[src/hdl/fsrw_pkg.sv]
// Constants, field positions and carrier types for the fail-safe, reset, wake and interrupt register bank.
// Assumes an 8-bit register port in front (serial configuration front end) on the same 20 MHz clock.
package fsrw_pkg;

    // Register port widths
    localparam int unsigned ADDR_W = 12;
    localparam int unsigned DATA_W = 8;

    // Register offsets
    localparam logic [11:0] OFS_IRQ_ENABLE  = 12'h010;
    localparam logic [11:0] OFS_IRQ_STATUS  = 12'h061;
    localparam logic [11:0] OFS_WAKE_CFG    = 12'h040;
    localparam logic [11:0] OFS_LIMP_STATUS = 12'h076;
    localparam logic [11:0] OFS_FAIL_COUNT  = 12'h090;
    localparam logic [11:0] OFS_LIMP_CTRL   = 12'h091;
    localparam logic [11:0] OFS_SW_RESET    = 12'hFE0;

    // Field positions
    localparam int unsigned BIT_CAN_WAKE    = 6;
    localparam int unsigned BIT_OVERTEMP    = 5;
    localparam int unsigned BIT_SERIAL_FAIL = 4;
    localparam int unsigned FAIL_COUNT_LSB  = 6;

    // Reset key values
    localparam logic [7:0] KEY_ARM     = 8'h01;
    localparam logic [7:0] KEY_CONFIRM = 8'h80;

    // Limp output control codes
    localparam logic [1:0] LIMP_HIGHZ = 2'h0;
    localparam logic [1:0] LIMP_LOW   = 2'h1;

    // Defaults after startup, and the fail counter ceiling
    localparam logic [1:0] FAIL_COUNT_RST = 2'h0;
    localparam logic [1:0] LIMP_CTRL_RST  = 2'h0;
    localparam logic       WAKE_LONG_RST  = 1'b0;
    localparam logic [2:0] IRQ_EN_RST     = 3'h0;
    localparam logic [1:0] FAIL_COUNT_MAX = 2'h3;

    // Software reset sequence states
    typedef enum logic {
        FSRW_KEY_IDLE,
        FSRW_KEY_ARMED
    } fsrw_key_state_t;

    // Register access request from the serial front end
    typedef struct packed {
        logic                wr;     // Write strobe, one cycle
        logic                rd;     // Read strobe, one cycle
        logic [ADDR_W-1:0]   addr;   // Register offset
        logic [DATA_W-1:0]   wdata;  // Write data
    } fsrw_req_t;

    // Device-core events, one-cycle pulses
    typedef struct packed {
        logic boot_ok;            // Successful startup completed
        logic failsafe_state;     // Fail-safe mode entered
        logic boot_failure_state; // Boot failure entered
        logic off_entry;          // Off mode entered
        logic fail_count_increment;
        logic can_wake;           // CAN wake-up detected
        logic overtemp;           // Overtemperature shutdown
        logic serial_fail;        // Serial port failure
    } fsrw_evt_t;

    // Whole module state
    typedef struct packed {
        fsrw_key_state_t key;        // Reset key sequence
        logic [1:0]      failsafe_count;
        logic [1:0]      limp_out_ctrl;
        logic            wake_pulse_long;
        logic            can_wake_irq_en;
        logic            overtemp_irq_en;
        logic            serial_fail_irq_en;
        logic [2:0]      irq_status;     // {can_wake, overtemp, serial_fail}
        logic [1:0]      level_sync;     // Limp level synchroniser
        logic            limp_out;       // Pin output value
        logic            limp_oe;        // Pin output enable
        logic            sys_reset;      // Reset request pulse
        logic            irq;            // Interrupt line
        logic            rvalid;         // Read data valid
        logic [7:0]      rdata;          // Read data
    } fsrw_state_t;

endpackage : fsrw_pkg

[src/hdl/fsrw_regs.sv]
// Fail-safe counter, limp-home pin control, software reset key, wake pulse config and system irq enables.
// Assumes a same-clock register port from the serial front end and event pulses from the device core.
module fsrw_regs (
    input  wire logic                sys_clk_i,       // 20 MHz core clock
    input  wire logic                resetn_i,        // Async reset, active low
    input  wire fsrw_pkg::fsrw_req_t req_i,           // Register access
    input  wire fsrw_pkg::fsrw_evt_t evt_i,           // Core events
    input  wire logic                limp_level_i,    // Sensed limp pin level, asynchronous
    output logic [7:0]               rdata_o,         // Read data
    output logic                     rvalid_o,        // Read data valid
    output logic                     limp_home_out_o, // Pin drive value
    output logic                     limp_home_oe_o,  // Pin drive enable
    output logic                     wake_pulse_long_o, // Long wake pulse selected
    output logic                     sys_reset_o,     // Software system reset pulse
    output logic                     irq_o            // Any pending interrupt
);

    // Reset release synchroniser
    logic [1:0]            rst_sync_r;   // Release shift register
    logic                  rst_n;        // Synchronised reset
    fsrw_pkg::fsrw_state_t st_r;         // Registered state
    fsrw_pkg::fsrw_state_t st_nxt;       // Next state
    logic [2:0]            irq_set;      // Enabled events this cycle
    logic [2:0]            irq_clr;      // Write-one-to-clear mask
    logic                  wr_key;       // Write to reset key register

    // Release asynchronous reset synchronously
    always_ff @(posedge sys_clk_i or negedge resetn_i) begin
        if (!resetn_i) begin
            rst_sync_r <= 2'h0;
        end else begin
            rst_sync_r <= {rst_sync_r[0], 1'b1};
        end
    end
    assign rst_n = rst_sync_r[1];

    // Next-state logic for the whole bank
    always_comb begin
        st_nxt           = st_r;
        st_nxt.sys_reset = 1'b0;
        st_nxt.rvalid    = 1'b0;
        irq_set = {evt_i.can_wake    & st_r.can_wake_irq_en,
                   evt_i.overtemp    & st_r.overtemp_irq_en,
                   evt_i.serial_fail & st_r.serial_fail_irq_en};
        irq_clr = 3'h0;
        wr_key  = req_i.wr && (req_i.addr == fsrw_pkg::OFS_SW_RESET);

        // Pin level passes two flops before use
        st_nxt.level_sync = {st_r.level_sync[0], limp_level_i};

        // Host writes
        if (req_i.wr) begin
            case (req_i.addr)
                fsrw_pkg::OFS_IRQ_ENABLE: begin
                    st_nxt.can_wake_irq_en    = req_i.wdata[fsrw_pkg::BIT_CAN_WAKE];
                    st_nxt.overtemp_irq_en    = req_i.wdata[fsrw_pkg::BIT_OVERTEMP];
                    st_nxt.serial_fail_irq_en = req_i.wdata[fsrw_pkg::BIT_SERIAL_FAIL];
                end
                fsrw_pkg::OFS_IRQ_STATUS: begin
                    // Only ones clear; zeros leave bits alone
                    irq_clr = {req_i.wdata[fsrw_pkg::BIT_CAN_WAKE],
                               req_i.wdata[fsrw_pkg::BIT_OVERTEMP],
                               req_i.wdata[fsrw_pkg::BIT_SERIAL_FAIL]};
                end
                fsrw_pkg::OFS_WAKE_CFG: begin
                    // Upper bits are not stored, so host junk there is harmless
                    st_nxt.wake_pulse_long = req_i.wdata[0];
                end
                fsrw_pkg::OFS_FAIL_COUNT: begin
                    st_nxt.failsafe_count = req_i.wdata[fsrw_pkg::FAIL_COUNT_LSB +: 2];
                end
                fsrw_pkg::OFS_LIMP_CTRL: begin
                    st_nxt.limp_out_ctrl = req_i.wdata[1:0];
                end
                default: begin
                    // Read-only, key or unmapped: nothing stored
                end
            endcase
        end

        // Software reset key sequence
        case (st_r.key)
            fsrw_pkg::FSRW_KEY_IDLE: begin
                if (wr_key && req_i.wdata == fsrw_pkg::KEY_ARM) begin
                    st_nxt.key = fsrw_pkg::FSRW_KEY_ARMED;
                end
            end
            fsrw_pkg::FSRW_KEY_ARMED: begin
                if (wr_key && req_i.wdata == fsrw_pkg::KEY_CONFIRM) begin
                    st_nxt.key       = fsrw_pkg::FSRW_KEY_IDLE;
                    st_nxt.sys_reset = 1'b1;
                end else if (wr_key && req_i.wdata == fsrw_pkg::KEY_ARM) begin
                    st_nxt.key = fsrw_pkg::FSRW_KEY_ARMED;
                end else if (req_i.wr) begin
                    // Any stray write cancels the armed reset
                    st_nxt.key = fsrw_pkg::FSRW_KEY_IDLE;
                end
            end
            default: begin
                st_nxt.key = fsrw_pkg::FSRW_KEY_IDLE;
            end
        endcase

        // Counter increment saturates rather than wrapping to zero
        if (evt_i.fail_count_increment && st_r.failsafe_count != fsrw_pkg::FAIL_COUNT_MAX) begin
            st_nxt.failsafe_count = st_r.failsafe_count + 2'h1;
        end

        // Drive-high codes do not survive increment or software reset
        if ((evt_i.fail_count_increment || st_nxt.sys_reset) && st_r.limp_out_ctrl[1]) begin
            st_nxt.limp_out_ctrl = fsrw_pkg::LIMP_CTRL_RST;
        end

        // Startup defaults reapplied at boot completion
        if (evt_i.boot_ok) begin
            st_nxt.failsafe_count     = fsrw_pkg::FAIL_COUNT_RST;
            st_nxt.wake_pulse_long    = fsrw_pkg::WAKE_LONG_RST;
            st_nxt.can_wake_irq_en    = fsrw_pkg::IRQ_EN_RST[2];
            st_nxt.overtemp_irq_en    = fsrw_pkg::IRQ_EN_RST[1];
            st_nxt.serial_fail_irq_en = fsrw_pkg::IRQ_EN_RST[0];
            st_nxt.limp_out_ctrl      = fsrw_pkg::LIMP_CTRL_RST;
        end

        // Mode entries override host writes in the same cycle
        if (evt_i.off_entry) begin
            st_nxt.limp_out_ctrl = fsrw_pkg::LIMP_HIGHZ;
        end
        if (evt_i.failsafe_state || evt_i.boot_failure_state) begin
            st_nxt.limp_out_ctrl = fsrw_pkg::LIMP_LOW;
        end
        if (evt_i.failsafe_state) begin
            st_nxt.failsafe_count = fsrw_pkg::FAIL_COUNT_RST;
        end

        // Set wins over a simultaneous clear
        st_nxt.irq_status = (st_r.irq_status & ~irq_clr) | irq_set;
        st_nxt.irq        = |st_nxt.irq_status;

        // Pin drive from the control code: 00 Z, 01 low, 1x high
        st_nxt.limp_oe  = (st_nxt.limp_out_ctrl != fsrw_pkg::LIMP_HIGHZ);
        st_nxt.limp_out = st_nxt.limp_out_ctrl[1];

        // Registered read data; reserved, key and unmapped read zero
        if (req_i.rd) begin
            st_nxt.rvalid = 1'b1;
            st_nxt.rdata  = 8'h00;
            case (req_i.addr)
                fsrw_pkg::OFS_IRQ_ENABLE: begin
                    st_nxt.rdata[fsrw_pkg::BIT_CAN_WAKE]    = st_r.can_wake_irq_en;
                    st_nxt.rdata[fsrw_pkg::BIT_OVERTEMP]    = st_r.overtemp_irq_en;
                    st_nxt.rdata[fsrw_pkg::BIT_SERIAL_FAIL] = st_r.serial_fail_irq_en;
                end
                fsrw_pkg::OFS_IRQ_STATUS: begin
                    st_nxt.rdata[fsrw_pkg::BIT_CAN_WAKE]    = st_r.irq_status[2];
                    st_nxt.rdata[fsrw_pkg::BIT_OVERTEMP]    = st_r.irq_status[1];
                    st_nxt.rdata[fsrw_pkg::BIT_SERIAL_FAIL] = st_r.irq_status[0];
                end
                fsrw_pkg::OFS_WAKE_CFG: begin
                    st_nxt.rdata[0] = st_r.wake_pulse_long;
                end
                fsrw_pkg::OFS_LIMP_STATUS: begin
                    st_nxt.rdata[0] = st_r.level_sync[1];
                end
                fsrw_pkg::OFS_FAIL_COUNT: begin
                    st_nxt.rdata[fsrw_pkg::FAIL_COUNT_LSB +: 2] = st_r.failsafe_count;
                end
                fsrw_pkg::OFS_LIMP_CTRL: begin
                    st_nxt.rdata[1:0] = st_r.limp_out_ctrl;
                end
                default: begin
                    st_nxt.rdata = 8'h00;
                end
            endcase
        end
    end

    // State register; reset values match the startup defaults
    always_ff @(posedge sys_clk_i or negedge rst_n) begin
        if (!rst_n) begin
            st_r <= '0;
        end else begin
            st_r <= st_nxt;
        end
    end

    // Outputs straight from flops
    assign rdata_o           = st_r.rdata;
    assign rvalid_o          = st_r.rvalid;
    assign limp_home_out_o   = st_r.limp_out;
    assign limp_home_oe_o    = st_r.limp_oe;
    assign wake_pulse_long_o = st_r.wake_pulse_long;
    assign sys_reset_o       = st_r.sys_reset;
    assign irq_o             = st_r.irq;

endmodule : fsrw_regs

[config.mk]
export PLATFORM = sky130hd
export DESIGN_NAME = fsrw_regs
export DESIGN_NICKNAME = d
export VERILOG_FILES = /design/src/hdl/fsrw_pkg.sv /design/src/hdl/fsrw_regs.sv
export SDC_FILE = /design/constraint.sdc
export NUM_CORES = 1
export LEC_CHECK = 0
export BUFFER_PORTS_ARGS = -buffer_cell sky130_fd_sc_hd__buf_2
export CAP_MARGIN = 20
export CORE_MARGIN = 2
export CORE_UTILIZATION = 40
export CTS_BUF_LIST = sky130_fd_sc_hd__clkbuf_4
export DETAILED_ROUTE_END_ITERATION = 6
export PLACE_DENSITY = 0.68
export SETUP_SLACK_MARGIN = 0.2
export SYNTH_ARGS = -nofsm -noshare
export SYNTH_HDL_FRONTEND = slang
export SYNTH_SLANG_ARGS = --single-unit
[constraint.sdc]
create_clock -name sys_clk_i -period 0.8 [get_ports sys_clk_i]
set_input_delay 0.16 -clock sys_clk_i [delete_from_list [all_inputs] [get_ports sys_clk_i]]
set_output_delay 0.16 -clock sys_clk_i [all_outputs]
set_load 0.005 [all_outputs]
==> run summary, run 1 <==
The flow ran to the end, but the final reports show violations. The checks that failed: negative setup slack. The worst setup path category is input pin to register. The most frequently used flop master after synthesis was dfrtp_1. The clock slew seen by the registers of the worst setup and hold paths works out to 0.14 ns.

The count of pins over their slew limit is 0, and the final antenna-violating net count is 0. The critical-path maximum fanout came out at 3. Dividing the detail-routed via count by the number of cells gives 5.18. Max-cap violations in this run came to 0. Input and output buffers added on the ports amount to 44. Row generation in the floorplan step produced 21 rows. The run gives 1 as the number of levels in the clock H-tree. Among all stages on the critical path, the largest delay is contributed by or4_4.

Detailed placement ended at an HPWL of 3010 um. For the peak ir drop on the vdd network, the log shows 0.774 mV. For this block, the initial DRC count from the detailed router was 56. The die is 63.1 um wide.

The most common cell in the synthesized netlist is dfrtp_1. The maximum number of pins on one net before global-route repair was 25. The fraction of synthesis flops using an asynchronous set or reset pin is 100%, and the power spent charging and discharging nets is 0.663 mW. The global-route wire length before repair is 6980 um. In this run, flip-flops and latches consume 54.6% of the power.

The number of hold violations in the final report was 0; the clock latency on the worst-skew pair was 0.32 ns. Walking the worst path, the cells encountered are buf_6 -> or4_4 -> nor4_4 -> mux2_4 -> a2111oi_4. DRC violation count after routing: 0. The cell family contributing the most delay on the critical path was simple AND/OR/NAND/NOR gates. The count of antenna diodes in the layout came out at 0. The worst path uses 188% of the clock period. In this run the worst hold path is classified as input pin to register. In the global route stage, overall resource usage came out at 22.5%. After synthesis, the most frequently instantiated cells are dfrtp_1 (26), nor2_1 (12), nand2_1 (9). By area the synthesized netlist is led by dfrtp_1 (47%), mux2i_1 (4.3%), buf_4 (4.3%), nor2_1 (3.2%), nand2_1 (2.4%). The logs give 4 for the number of iterations in the first detailed-routing pass and 1.84 mW for the internal power. Setup repair after global routing could not meet its margin everywhere.

The average wire per standard cell came out at 15.3 um. In this run, synthesis inferred 0 flip-flops with an integrated enable. The register cell area after layout was 652 um^2; the power density normalized to cell area was 1050 nW/um^2. The net switching fraction of the power is 26.5%. The worst hold path startpoint is evt_i[5]. The startpoint identified for the worst register-to-register timing path is st_r[24]. The area of the die was 3980 um^2.

Cell type with the largest total area after synthesis: dfrtp_1. The count of cells along the worst register-to-register path is 3, and the fmax is 664 MHz. TritonCTS built the clock tree. The tools report the startpoint type of the worst setup path as an input pin. The longest clock path from root to sink contains 2 buffers. Number of synthesized register bits: 26.

From synthesis to final layout, the design area changed by 70.9%. A synthesized cell averages 10.1 um^2. The most critical setup path has its startpoint at req_i[11]. Setup total negative slack on the finished layout was measured at -13.96 ns. Yosys mapped the design onto 44 distinct sky130hd cell types. The design draws 2.50 mW. The proportion of synthesized chip area in sequential cells is 46.6%, and the number of setup violations in the final report is 33. The chip height came out at 63.1 um. Measured on the finished design, the core utilization comes to 71.5%. The number of cells in the finished layout apart from fillers is 283. The combined buffer and inverter count along the critical path is 1, and the time the final worst path needs with I/O delays and setup is 1.51 ns. In this run, CTS created clock tree buffers numbering 3. The logs give 3340 um^2 for the core region area and 2000 um^2 for the post-detailed-placement cell area.

Critical path capture point type: a register. The number of synthesis warnings was 0. The largest single stage delay on the critical path is 0.57 ns. During I/O placement, the number of pins put on the boundary was 47. The via count of the first global-routing pass was 1488.

The via count was 1467. Summed over all layers, the routed wires come to 4320 um. The number of filler instances in the final layout was 232.

Of the total power, the clock network draws 22.8%. In the final layout, the multi-input gates occupy 856 um^2. Data arrives at the worst endpoint at 1.73 ns. The cell sitting at the root of the clock tree is a clkbuf_4. The required time at the endpoint of the critical path is 1.02 ns. The total placed cells including tap cells was 261; the fraction of layout instances using a drive strength above 1 was 59.5%. After clock tree synthesis, the flow added hold-fix buffers numbering 2. In this run, the combinational gates consume 22.6% of the power. After global routing the overflow that remains totals 0.

The cell count after synthesis came out at 138. The tools report the final RePlAce weighted congestion as 0.897. The cell area that synthesis handed to floorplanning was 1400 um^2. The number of antenna violations at the first check in global routing is 0. The final worst slack is -0.706 ns. The number of cells on the critical path is 5, and the number of nets in the layout is 272. In this run the biggest area consumer among cell types represents 46.6% of the synthesized area.

After routing the design area is 2390 um^2. The clock net in this run drives a total of 26 sinks. Along the worst hold path, the cell count comes to 2.

The tools report the final setup skew as 0.00322 ns. For this design the static power due to leakage is 1.15 nW. The run gives 41.8% as the effective utilization at floorplan.
per-stage QoR:
step	setup slack [ns]	hold slack, ns
finish	-0.706	0.00527
global route	-0.705	-0.00160
CTS	-0.681	-0.0137
detailed placement	-1.07	-0.0546
global placement	-1.03	-0.0553
floorplan	-0.890	-0.136
layer usage:
layer  track usage (%)  up-vias  wire (um)
met5                 0        -          0
met4              8.33        0         57
li1                  -      698          -
met1              26.6      712       1660
met2              41.5       49       2390
met3              2.68        8        208
placed cells by master, fill, tap and decap left out, types with 2 or more instances in the layout:
master and instances:
a21oi_1 3, a32oi_1 2, and3_1 2, buf_2 36
buf_4 49, buf_6 16, clkbuf_4 3, conb_1 3
dfrtp_1 25, dlygate4sd3_1 2, inv_1 7, mux2i_1 5
nand2_1 8, nand2b_1 5, nand4_1 3, nand4b_1 3
nor2_1 10, nor2b_1 2, nor3_2 2, nor3b_2 2
nor4_4 4, o21ai_2 2, or4_4 4
what timing repair did:
item                                   4_1_cts  5_1_grt
setup endpoints to repair                   33       33
pin swaps                                   25       14
gates resized for setup                     40        7
gates cloned                                 0        0
setup buffers                               12        4
endpoints found under the hold margin        4        1
cells by family (layout without fill, tap and decap cells):
logic type,after synthesis,in the layout,synth area share (%)
simple gates,59,59,25.9
flops,26,26,46.6
compound gates,25,25,13.4
buf+inv,17,115,6.81
mux,8,8,5.91
other cells,2,3,0.538
fa+ha+maj,1,1,0.896
worst register-to-register path, delay by kind of cell (launching register included):
| kind | cells | cell delay [ns] |
|---|---|---|
| simple gates | 1 | 0.23 |
| compound gates | 1 | 0.41 |
| flops | 1 | 0.42 |
| fa+ha+maj | 1 | 0.20 |
power groups by stage:
stage                     combinational, mW  clock (mW)  sequential (mW)
after floorplan                       0.148           0             1.40
after global placement                0.429           0             1.39
after detailed placement              0.444           0             1.39
after CTS                             0.538       0.588             1.36
after global routing                  0.607       0.634             1.37
final                                 0.564       0.570             1.37
path summary, 6_finish.rpt:
check | endpoint | slack (ns)
max | st_r[24] | -0.71
min | limp_home_out_o | 0.005
max reg2reg | st_r[25] | -0.56
min reg2reg | st_r[18] | 0.20
max in group asynchronous | rdata_o[0] | 0.45
min in group asynchronous | rst_sync_r[1] | 0.13
state kept, by name, summed over array words and instances (netlist names):
| register | count |
|---|---|
| irq_o | 1 |
| rst_sync_r | 2 |
| limp_home_out_o | 1 |
| limp_home_oe_o | 1 |
| st_r | 11 |
| st_nxt | 1 |
| rvalid_o | 1 |
| sys_reset_o | 1 |
| wake_pulse_long_o | 1 |
| rdata_o | 6 |
cell type report:
type                       instances  share of cell area (%)
clock buffer                       3                   0.944
sequential                        26                    27.3
tap                               46                    2.41
clock inverter                     1                   0.157
inverter                           7                    1.10
timing repair buffer             104                    32.2
multi-input combinational         96                    35.9
Power figures use the tool's default switching activity.
==> run 2, diff against run 1 <==
SETUP_SLACK_MARGIN = 0.15   (was 0.2)
==> run 2 against run 1 <==
The run ends with negative hold slack, negative setup slack left. Critical endpoint unchanged. Power is 0.35% higher. Global-route usage is 0.36 points lower. First-iteration DRC count is 110% higher. Worst setup slack better by 0.018 ns. Die area stayed put. Highest routed layer unchanged. Critical path depth stayed put. Clock-buffer cell count stayed put. Clock power is 3% higher. Final cell count is 0.71% lower. Sequential power hardly changed.
==> run summary, run 2 (synthesis results as in run 1) <==
The run finished, with violations left. For the number of nets in the layout, the log shows 270 (-0.74%). The tools report the number of setup violations in the final report as 33 (unchanged). The count of cells along the worst register-to-register path came out at 3 (unchanged). More flip-flops sit in one register than any other, and that register is st_r. Among cell families on the critical path, the largest total delay comes from simple AND/OR/NAND/NOR gates. Peak ir drop on the vdd network: 0.751 mV (-3.0%). The final reports fail on negative hold slack, negative setup slack.

The effective utilization at floorplan came out at 41.8% (unchanged). The min-delay analysis places its worst path in the category input pin to register. The via density per instance is 5.14 (-0.87%), and the power density normalized to cell area is 1060 nW/um^2 (+1.3%). Total global routing overflow: 0 (unchanged). The logs give 1 (+1) for the number of hold violations in the final report and 117 (+110%) for the starting DRC count in detailed routing. The average wire per standard cell came out at 15.3 um (+0.36%).

Area of the multi-input gates: 858 um^2 (+0.29%). For this design, the slowest cell found on the critical path is or4_4. Leaving out fill and tap cells, the most frequent cell in the layout is buf_4.

The tools report the global-route wire length before repair as 6850 um (-1.9%). In the layout the commonest cells are buf_4 (46), buf_2 (38), dfrtp_1 (25). The share of the clock period used by the worst path is 186% (-2.2 points), and the count of pins over their slew limit is 0 (unchanged). The width of the chip works out to 63.1 um (unchanged). The routed wire length was 4300 um (-0.35%); the count of antenna diodes in the layout was 0 (unchanged). The critical path goes through buf_6 -> or4_4 -> nor4_4 -> mux2_4 -> a2111oi_4.

Setup repair after global routing could not meet its margin everywhere. The area growth from synthesis to layout is 69.4%, and the register cell area after layout is 652 um^2 (unchanged). The clock slew seen by the registers of the worst setup and hold paths works out to 0.14 ns (about the same).

The count of input and output buffers was 44 (unchanged). The maximum number of pins on one net before global-route repair is 25 (unchanged). The tools report the DRC violation count after routing as 0 (unchanged).

The run gives 672 MHz (+1.2%) as the fmax. The final worst slack was -0.688 ns (+0.0180 ns). The tools report the number of iterations in the first detailed-routing pass as 4 (unchanged). The run gives 1.12 nW (-2.8%) as the leakage dissipation.

The fraction of layout instances using a drive strength above 1 is 58.3% (-1.2 points), and the via count is 1444 (-1.6%). The number of cells on the critical path was 5 (unchanged). The cell chosen for the clock root is clkbuf_4.

The logs give 1432 (-3.8%) for the via count of the first global-routing pass and 22.1% (-0.36 points) for the total global routing track utilization. The core region area is 3340 um^2 (unchanged), and the critical-path maximum fanout is 3 (unchanged). The worst setup path is of the input pin to register kind.

The tools report the final antenna-violating net count as 0 (unchanged). The final RePlAce weighted congestion is 0.858 (-4.3%). The worst setup path is captured at a register. The HPWL after detailed placement was 2970 um (-1.1%); the worst setup slack before clock tree synthesis was -1.06 ns (+0.00762 ns).

TritonCTS built the clock tree. The combined buffer and inverter count along the critical path is 1 (unchanged), and the flip-flop count of the largest register, all copies and words added is 11 (unchanged). The number of levels in the clock H-tree is 1 (unchanged), and the worst stage delay on the critical path is 0.57 ns (about the same). The worst hold slack is -0.0150 ns (-0.0203 ns). The run gives 3980 um^2 (unchanged) as the area of the die. The clock latency on the worst-skew pair came out at 0.33 ns (about the same).

The run gives -12.69 ns (+1.27 ns) as the post-route setup TNS. For the number of filler instances in the final layout, the log shows 250 (+7.8%). The final setup skew came out at 0.00196 ns (-0.00127 ns). Chip height: 63.1 um (unchanged). Time the final worst path needs with I/O delays and setup: 1.49 ns (-0.0180 ns). For the top-level I/O count, the log shows 47 (unchanged). The row count was 21 (unchanged); the number of antenna violations at the first check in global routing was 0 (unchanged).

The worst setup path is launched from an input pin. The total CTS buffers was 3 (unchanged); the cts-stage hold buffer count was 2 (unchanged). The arrival time reported for the critical path endpoint was 1.73 ns (about the same); the maximum buffer depth of the clock tree was 2 (unchanged). Required time at the endpoint of the critical path: 1.04 ns (+0.02 ns).

The cell depth of the worst min-delay path was 2 (unchanged); the number of max-cap violations was 0 (unchanged). The tools report the clock net sink count as 26 (unchanged).
[run 2: layout make-up]
| cell class | count | share of cell area, % |
|---|---|---|
| Multi-Input combinational cell | 96 | 36.3 |
| Timing Repair Buffer | 102 | 31.5 |
| Sequential cell | 26 | 27.6 |
| Tap cell | 46 | 2.43 |
| Inverter | 7 | 1.11 |
| Clock buffer | 3 | 0.952 |
| Clock inverter | 1 | 0.159 |
[run 2: per-layer routing]
layer	global-route usage, %	wire [um]	vias to the layer above
met2	38.2	2240	45
met5	0	0	-
met4	8.06	95	0
li1	-	-	695
met3	1.96	176	11
met1	29.0	1790	693
[run 2: power by group]
part	switching (mW)	internal [mW]	total [mW]
Combinational	0.261	0.294	0.555
Clock	0.404	0.183	0.587
Sequential	0.0175	1.35	1.37
[run 2: worst reg2reg max path, delay by kind of cell (launching register included)]
kind	cells	cell delay, ns
AOI/OAI and AO/OA	1	0.38
adders and majority gates	1	0.20
DFF	1	0.42
and+or+nand+nor	1	0.26
[run 2: worst paths after layout]
| check | from | end | slack, ns |
|---|---|---|---|
| setup reg to reg | st_r[24] | st_r[25] | -0.54 |
| max in group asynchronous | rst_sync_r[1] | st_r[20] | 0.45 |
| hold / removal | evt_i[5] | limp_home_out_o | -0.02 |
| setup / recovery | req_i[18] | st_r[24] | -0.69 |
| min in group asynchronous | resetn_i | rst_sync_r[1] | 0.12 |
| hold reg to reg | rst_sync_r[1] | st_r[19] | 0.21 |
[run 2: repair_timing]
| item | CTS | global route |
|---|---|---|
| endpoints found under the setup margin | 33 | 33 |
| pin swaps | 17 | 19 |
| gates cloned | 0 | 0 |
| gates resized for setup | 31 | 15 |
| buffers inserted | 10 | 5 |
| hold endpoints to repair | 4 | 1 |
[run 2: per-stage QoR]
step | std cells | hold WS [ns] | power, mW | utilization [%] | cell area, um^2
6_report | 281 | -0.0150 | 2.51 | 70.9 | 2360
5_1_grt | 281 | -0.0233 | 2.65 | 70.9 | 2360
4_1_cts | 276 | -0.0181 | 2.47 | 67.5 | 2250
3_5_place_dp | 260 | -0.0531 | 1.83 | 59.7 | 1990
3_3_place_gp | 260 | -0.0549 | 1.81 | 59.7 | 1990
2_1_floorplan | 139 | -0.136 | 1.54 | - | 1460
==> run 3, diff against run 2 <==
SKIP_LAST_GASP = 1   (was unset)
==> run 3 against run 2 <==
The run still ends with negative hold slack, negative setup slack left. Sequential share of layout area grew 0.29 points. Fmax rose by 0.90%. Clock power grew 2%. Utilization down 0.75 points. Clock-buffer cell count did not move. Critical path depth is the same. Wire length is 1.3% higher. Final area is 1.1% lower. Critical path type unchanged. Largest cell class unchanged. Highest routed layer unchanged.
==> run summary, run 3 (synthesis results as in run 1) <==
The run finished, with violations left. The checks that failed: negative hold slack, negative setup slack. The logs give 2.51 mW (about the same) for the power after layout and -0.00780 ns (+0.00721 ns) for the worst hold slack.

Via count: 1456 (+0.83%). The portion of total power attributed to combinational logic was 21.7% (-0.4 points); the count of input and output buffers was 44 (unchanged). The run gives 0 (unchanged) as the count of antenna diodes in the layout. In this run the clock root is driven by a clkbuf_4. The flip-flop count of the largest register, all copies and words added is 11 (unchanged), and the worst stage delay on the critical path is 0.57 ns (about the same). The total CTS buffers is 3 (unchanged), and the number of max-cap violations is 0 (unchanged).

The clock latency on the worst-skew pair is 0.33 ns (about the same). The arrival time reported for the critical path endpoint was 1.72 ns (about the same); the time the final worst path needs with I/O delays and setup was 1.48 ns (-0.0132 ns). Startpoint type of the worst setup path: an input pin. The total non-filler cell area in the finished layout was 2340 um^2 (-1.1%). The post-detailed-placement cell area was 1990 um^2 (unchanged).

Worst setup path category: input pin to register. The required time at the endpoint of the critical path is 1.05 ns (about the same), and the chip height is 63.1 um (unchanged). The part of the power in the clock network was 23.8% (+0.4 points). The logs give 21 (unchanged) for the row count and 833 um^2 (-2.9%) for the area of the multi-input gates. The fraction of layout instances using a drive strength above 1 was 57.9% (-0.43 points); the global-route wire length before repair was 6850 um (unchanged). For the number of setup violations in the final report, the log shows 33 (unchanged). The number of hold violations in the final report is 1 (unchanged).

The run gives 270 (unchanged) as the number of nets in the layout. The number of iterations in the first detailed-routing pass is 4 (unchanged). The tools report the final setup skew as 0.0144 ns (+0.0125 ns). The number of cells in the finished layout apart from fillers is 281 (unchanged), and the post-route setup TNS is -12.74 ns (-0.0497 ns). The total global routing overflow is 0 (unchanged), and the internal power is 1.82 mW (-0.25%). The tools report the core region area as 3340 um^2 (unchanged). Peak ir drop on the vdd network: 0.741 mV (-1.3%). For the count of pins over their slew limit, the log shows 0 (unchanged).

The total global routing track utilization was 22.1% (unchanged). In this run the worst hold path is classified as input pin to register. The tools report the fmax as 678 MHz (+0.90%).

Leaving out fill and tap cells, the most frequent cells in the layout are buf_4 (46), buf_2 (38), dfrtp_1 (25). The final antenna-violating net count is 0 (unchanged), and the routed wire length is 4360 um (+1.3%). The width of the chip was 63.1 um (unchanged); the number of filler instances in the final layout was 255 (+2.0%). Setup repair after global routing could not meet its margin everywhere.

The cts-stage hold buffer count was 2 (unchanged); the register cell area after layout was 652 um^2 (unchanged). The library cell used most frequently in the layout, excluding fill and tap cells, is buf_4. The critical path capture point type was a register. The area of the die came out at 3980 um^2 (unchanged). The clock slew seen by the registers of the worst setup and hold paths came out at 0.16 ns (+0.02 ns).

TritonCTS built the clock tree. Clock net sink count: 26 (unchanged). The maximum number of pins on one net before global-route repair is 25 (unchanged), and the via density per instance is 5.18 (+0.83%). Utilization after layout: 70.1% (-0.75 points).

The power density normalized to cell area is 1070 nW/um^2 (+1.0%), and the top-level I/O count is 47 (unchanged). The average wire per standard cell was 15.5 um (+1.3%). The DRC violation count after routing was 0 (unchanged); the final RePlAce weighted congestion was 0.858 (unchanged). The critical path goes through buf_6 -> or4_4 -> nor4_4 -> mux2_4 -> a2111oi_4. The slowest stage of the critical path is the or4_4 cell.

The tools report the effective utilization at floorplan as 41.8% (unchanged). The run gives -0.675 ns (+0.0132 ns) as the final worst slack. The run gives 2970 um (unchanged) as the HPWL after detailed placement. The number of antenna violations at the first check in global routing was 0 (unchanged); the critical-path maximum fanout was 3 (unchanged). Number of levels in the clock H-tree: 1 (unchanged).

The logs give 0.686 mW (+0.41%) for the power spent charging and discharging nets and 1432 (unchanged) for the via count of the first global-routing pass. The slack of the worst reg-to-reg path is -0.52 ns (+0.02 ns), and the share of the clock period used by the worst path is 184% (-1.7 points). The run gives 260 (unchanged) as the total placed cells including tap cells.

st_r holds more flip-flops than any other register. The net switching fraction of the power is 27.4% (+0.13 points), and the worst setup slack before clock tree synthesis is -1.06 ns (unchanged). Cell family contributing the most delay on the critical path: simple AND/OR/NAND/NOR gates.

The starting DRC count in detailed routing was 108 (-7.7%); the combined buffer and inverter count along the critical path was 1 (unchanged). Relative to the synthesized area, the layout overhead comes to 67.6%. The leakage dissipation is 1.12 nW (-0.24%), and the maximum buffer depth of the clock tree is 2 (unchanged). The portion of total power attributed to sequential cells came out at 54.5% (about the same).
[run 3: cell type report]
cell class | instances | share of cell area (%)
Clock buffer | 3 | 0.963
Clock inverter | 1 | 0.160
Inverter | 7 | 1.12
Multi-Input combinational cell | 96 | 35.6
Sequential cell | 26 | 27.9
Tap cell | 46 | 2.46
Timing Repair Buffer | 102 | 31.8
[run 3: power by group through the flow]
stage | clock network [mW] | registers, mW | logic [mW]
after global placement | 0 | 1.39 | 0.425
after floorplan | 0 | 1.40 | 0.142
after CTS | 0.606 | 1.36 | 0.501
after global routing | 0.684 | 1.37 | 0.590
after detailed placement | 0 | 1.39 | 0.440
final | 0.597 | 1.37 | 0.544
[run 3: what timing repair did]
action,4_1_cts,5_1_grt
endpoints found under the hold margin,4,1
setup endpoints to repair,33,33
resized for setup,30,12
pin swaps,17,19
buffers inserted,10,5
[run 3: final timing paths]
| check | startpoint | to | cells past startpoint |
|---|---|---|---|
| worst min-delay path | evt_i[5] | limp_home_out_o | 2 |
| worst min register to register | rst_sync_r[1] | st_r[19] | 1 |
| worst max register to register | st_r[24] | st_r[25] | 3 |
| max in group asynchronous | rst_sync_r[1] | st_r[20] | 1 |
| min in group asynchronous | resetn_i | rst_sync_r[1] | 2 |
| worst max-delay path | req_i[18] | st_r[24] | 5 |
[run 3: worst reg2reg max path: cells and delay by family, from the launching register on]
| family | cells | cell delay (ns) |
|---|---|---|
| fa+ha+maj | 1 | 0.20 |
| compound gates | 1 | 0.38 |
| flops | 1 | 0.42 |
| simple gates | 1 | 0.23 |
[run 3: metal layers]
metal	track usage (%)	part of all wire (%)	vias up
li1	-	-	697
met1	29.0	42	702
met2	38.2	51	46
met3	1.96	4.2	11
met4	8.06	2.4	0
met5	0	0	-
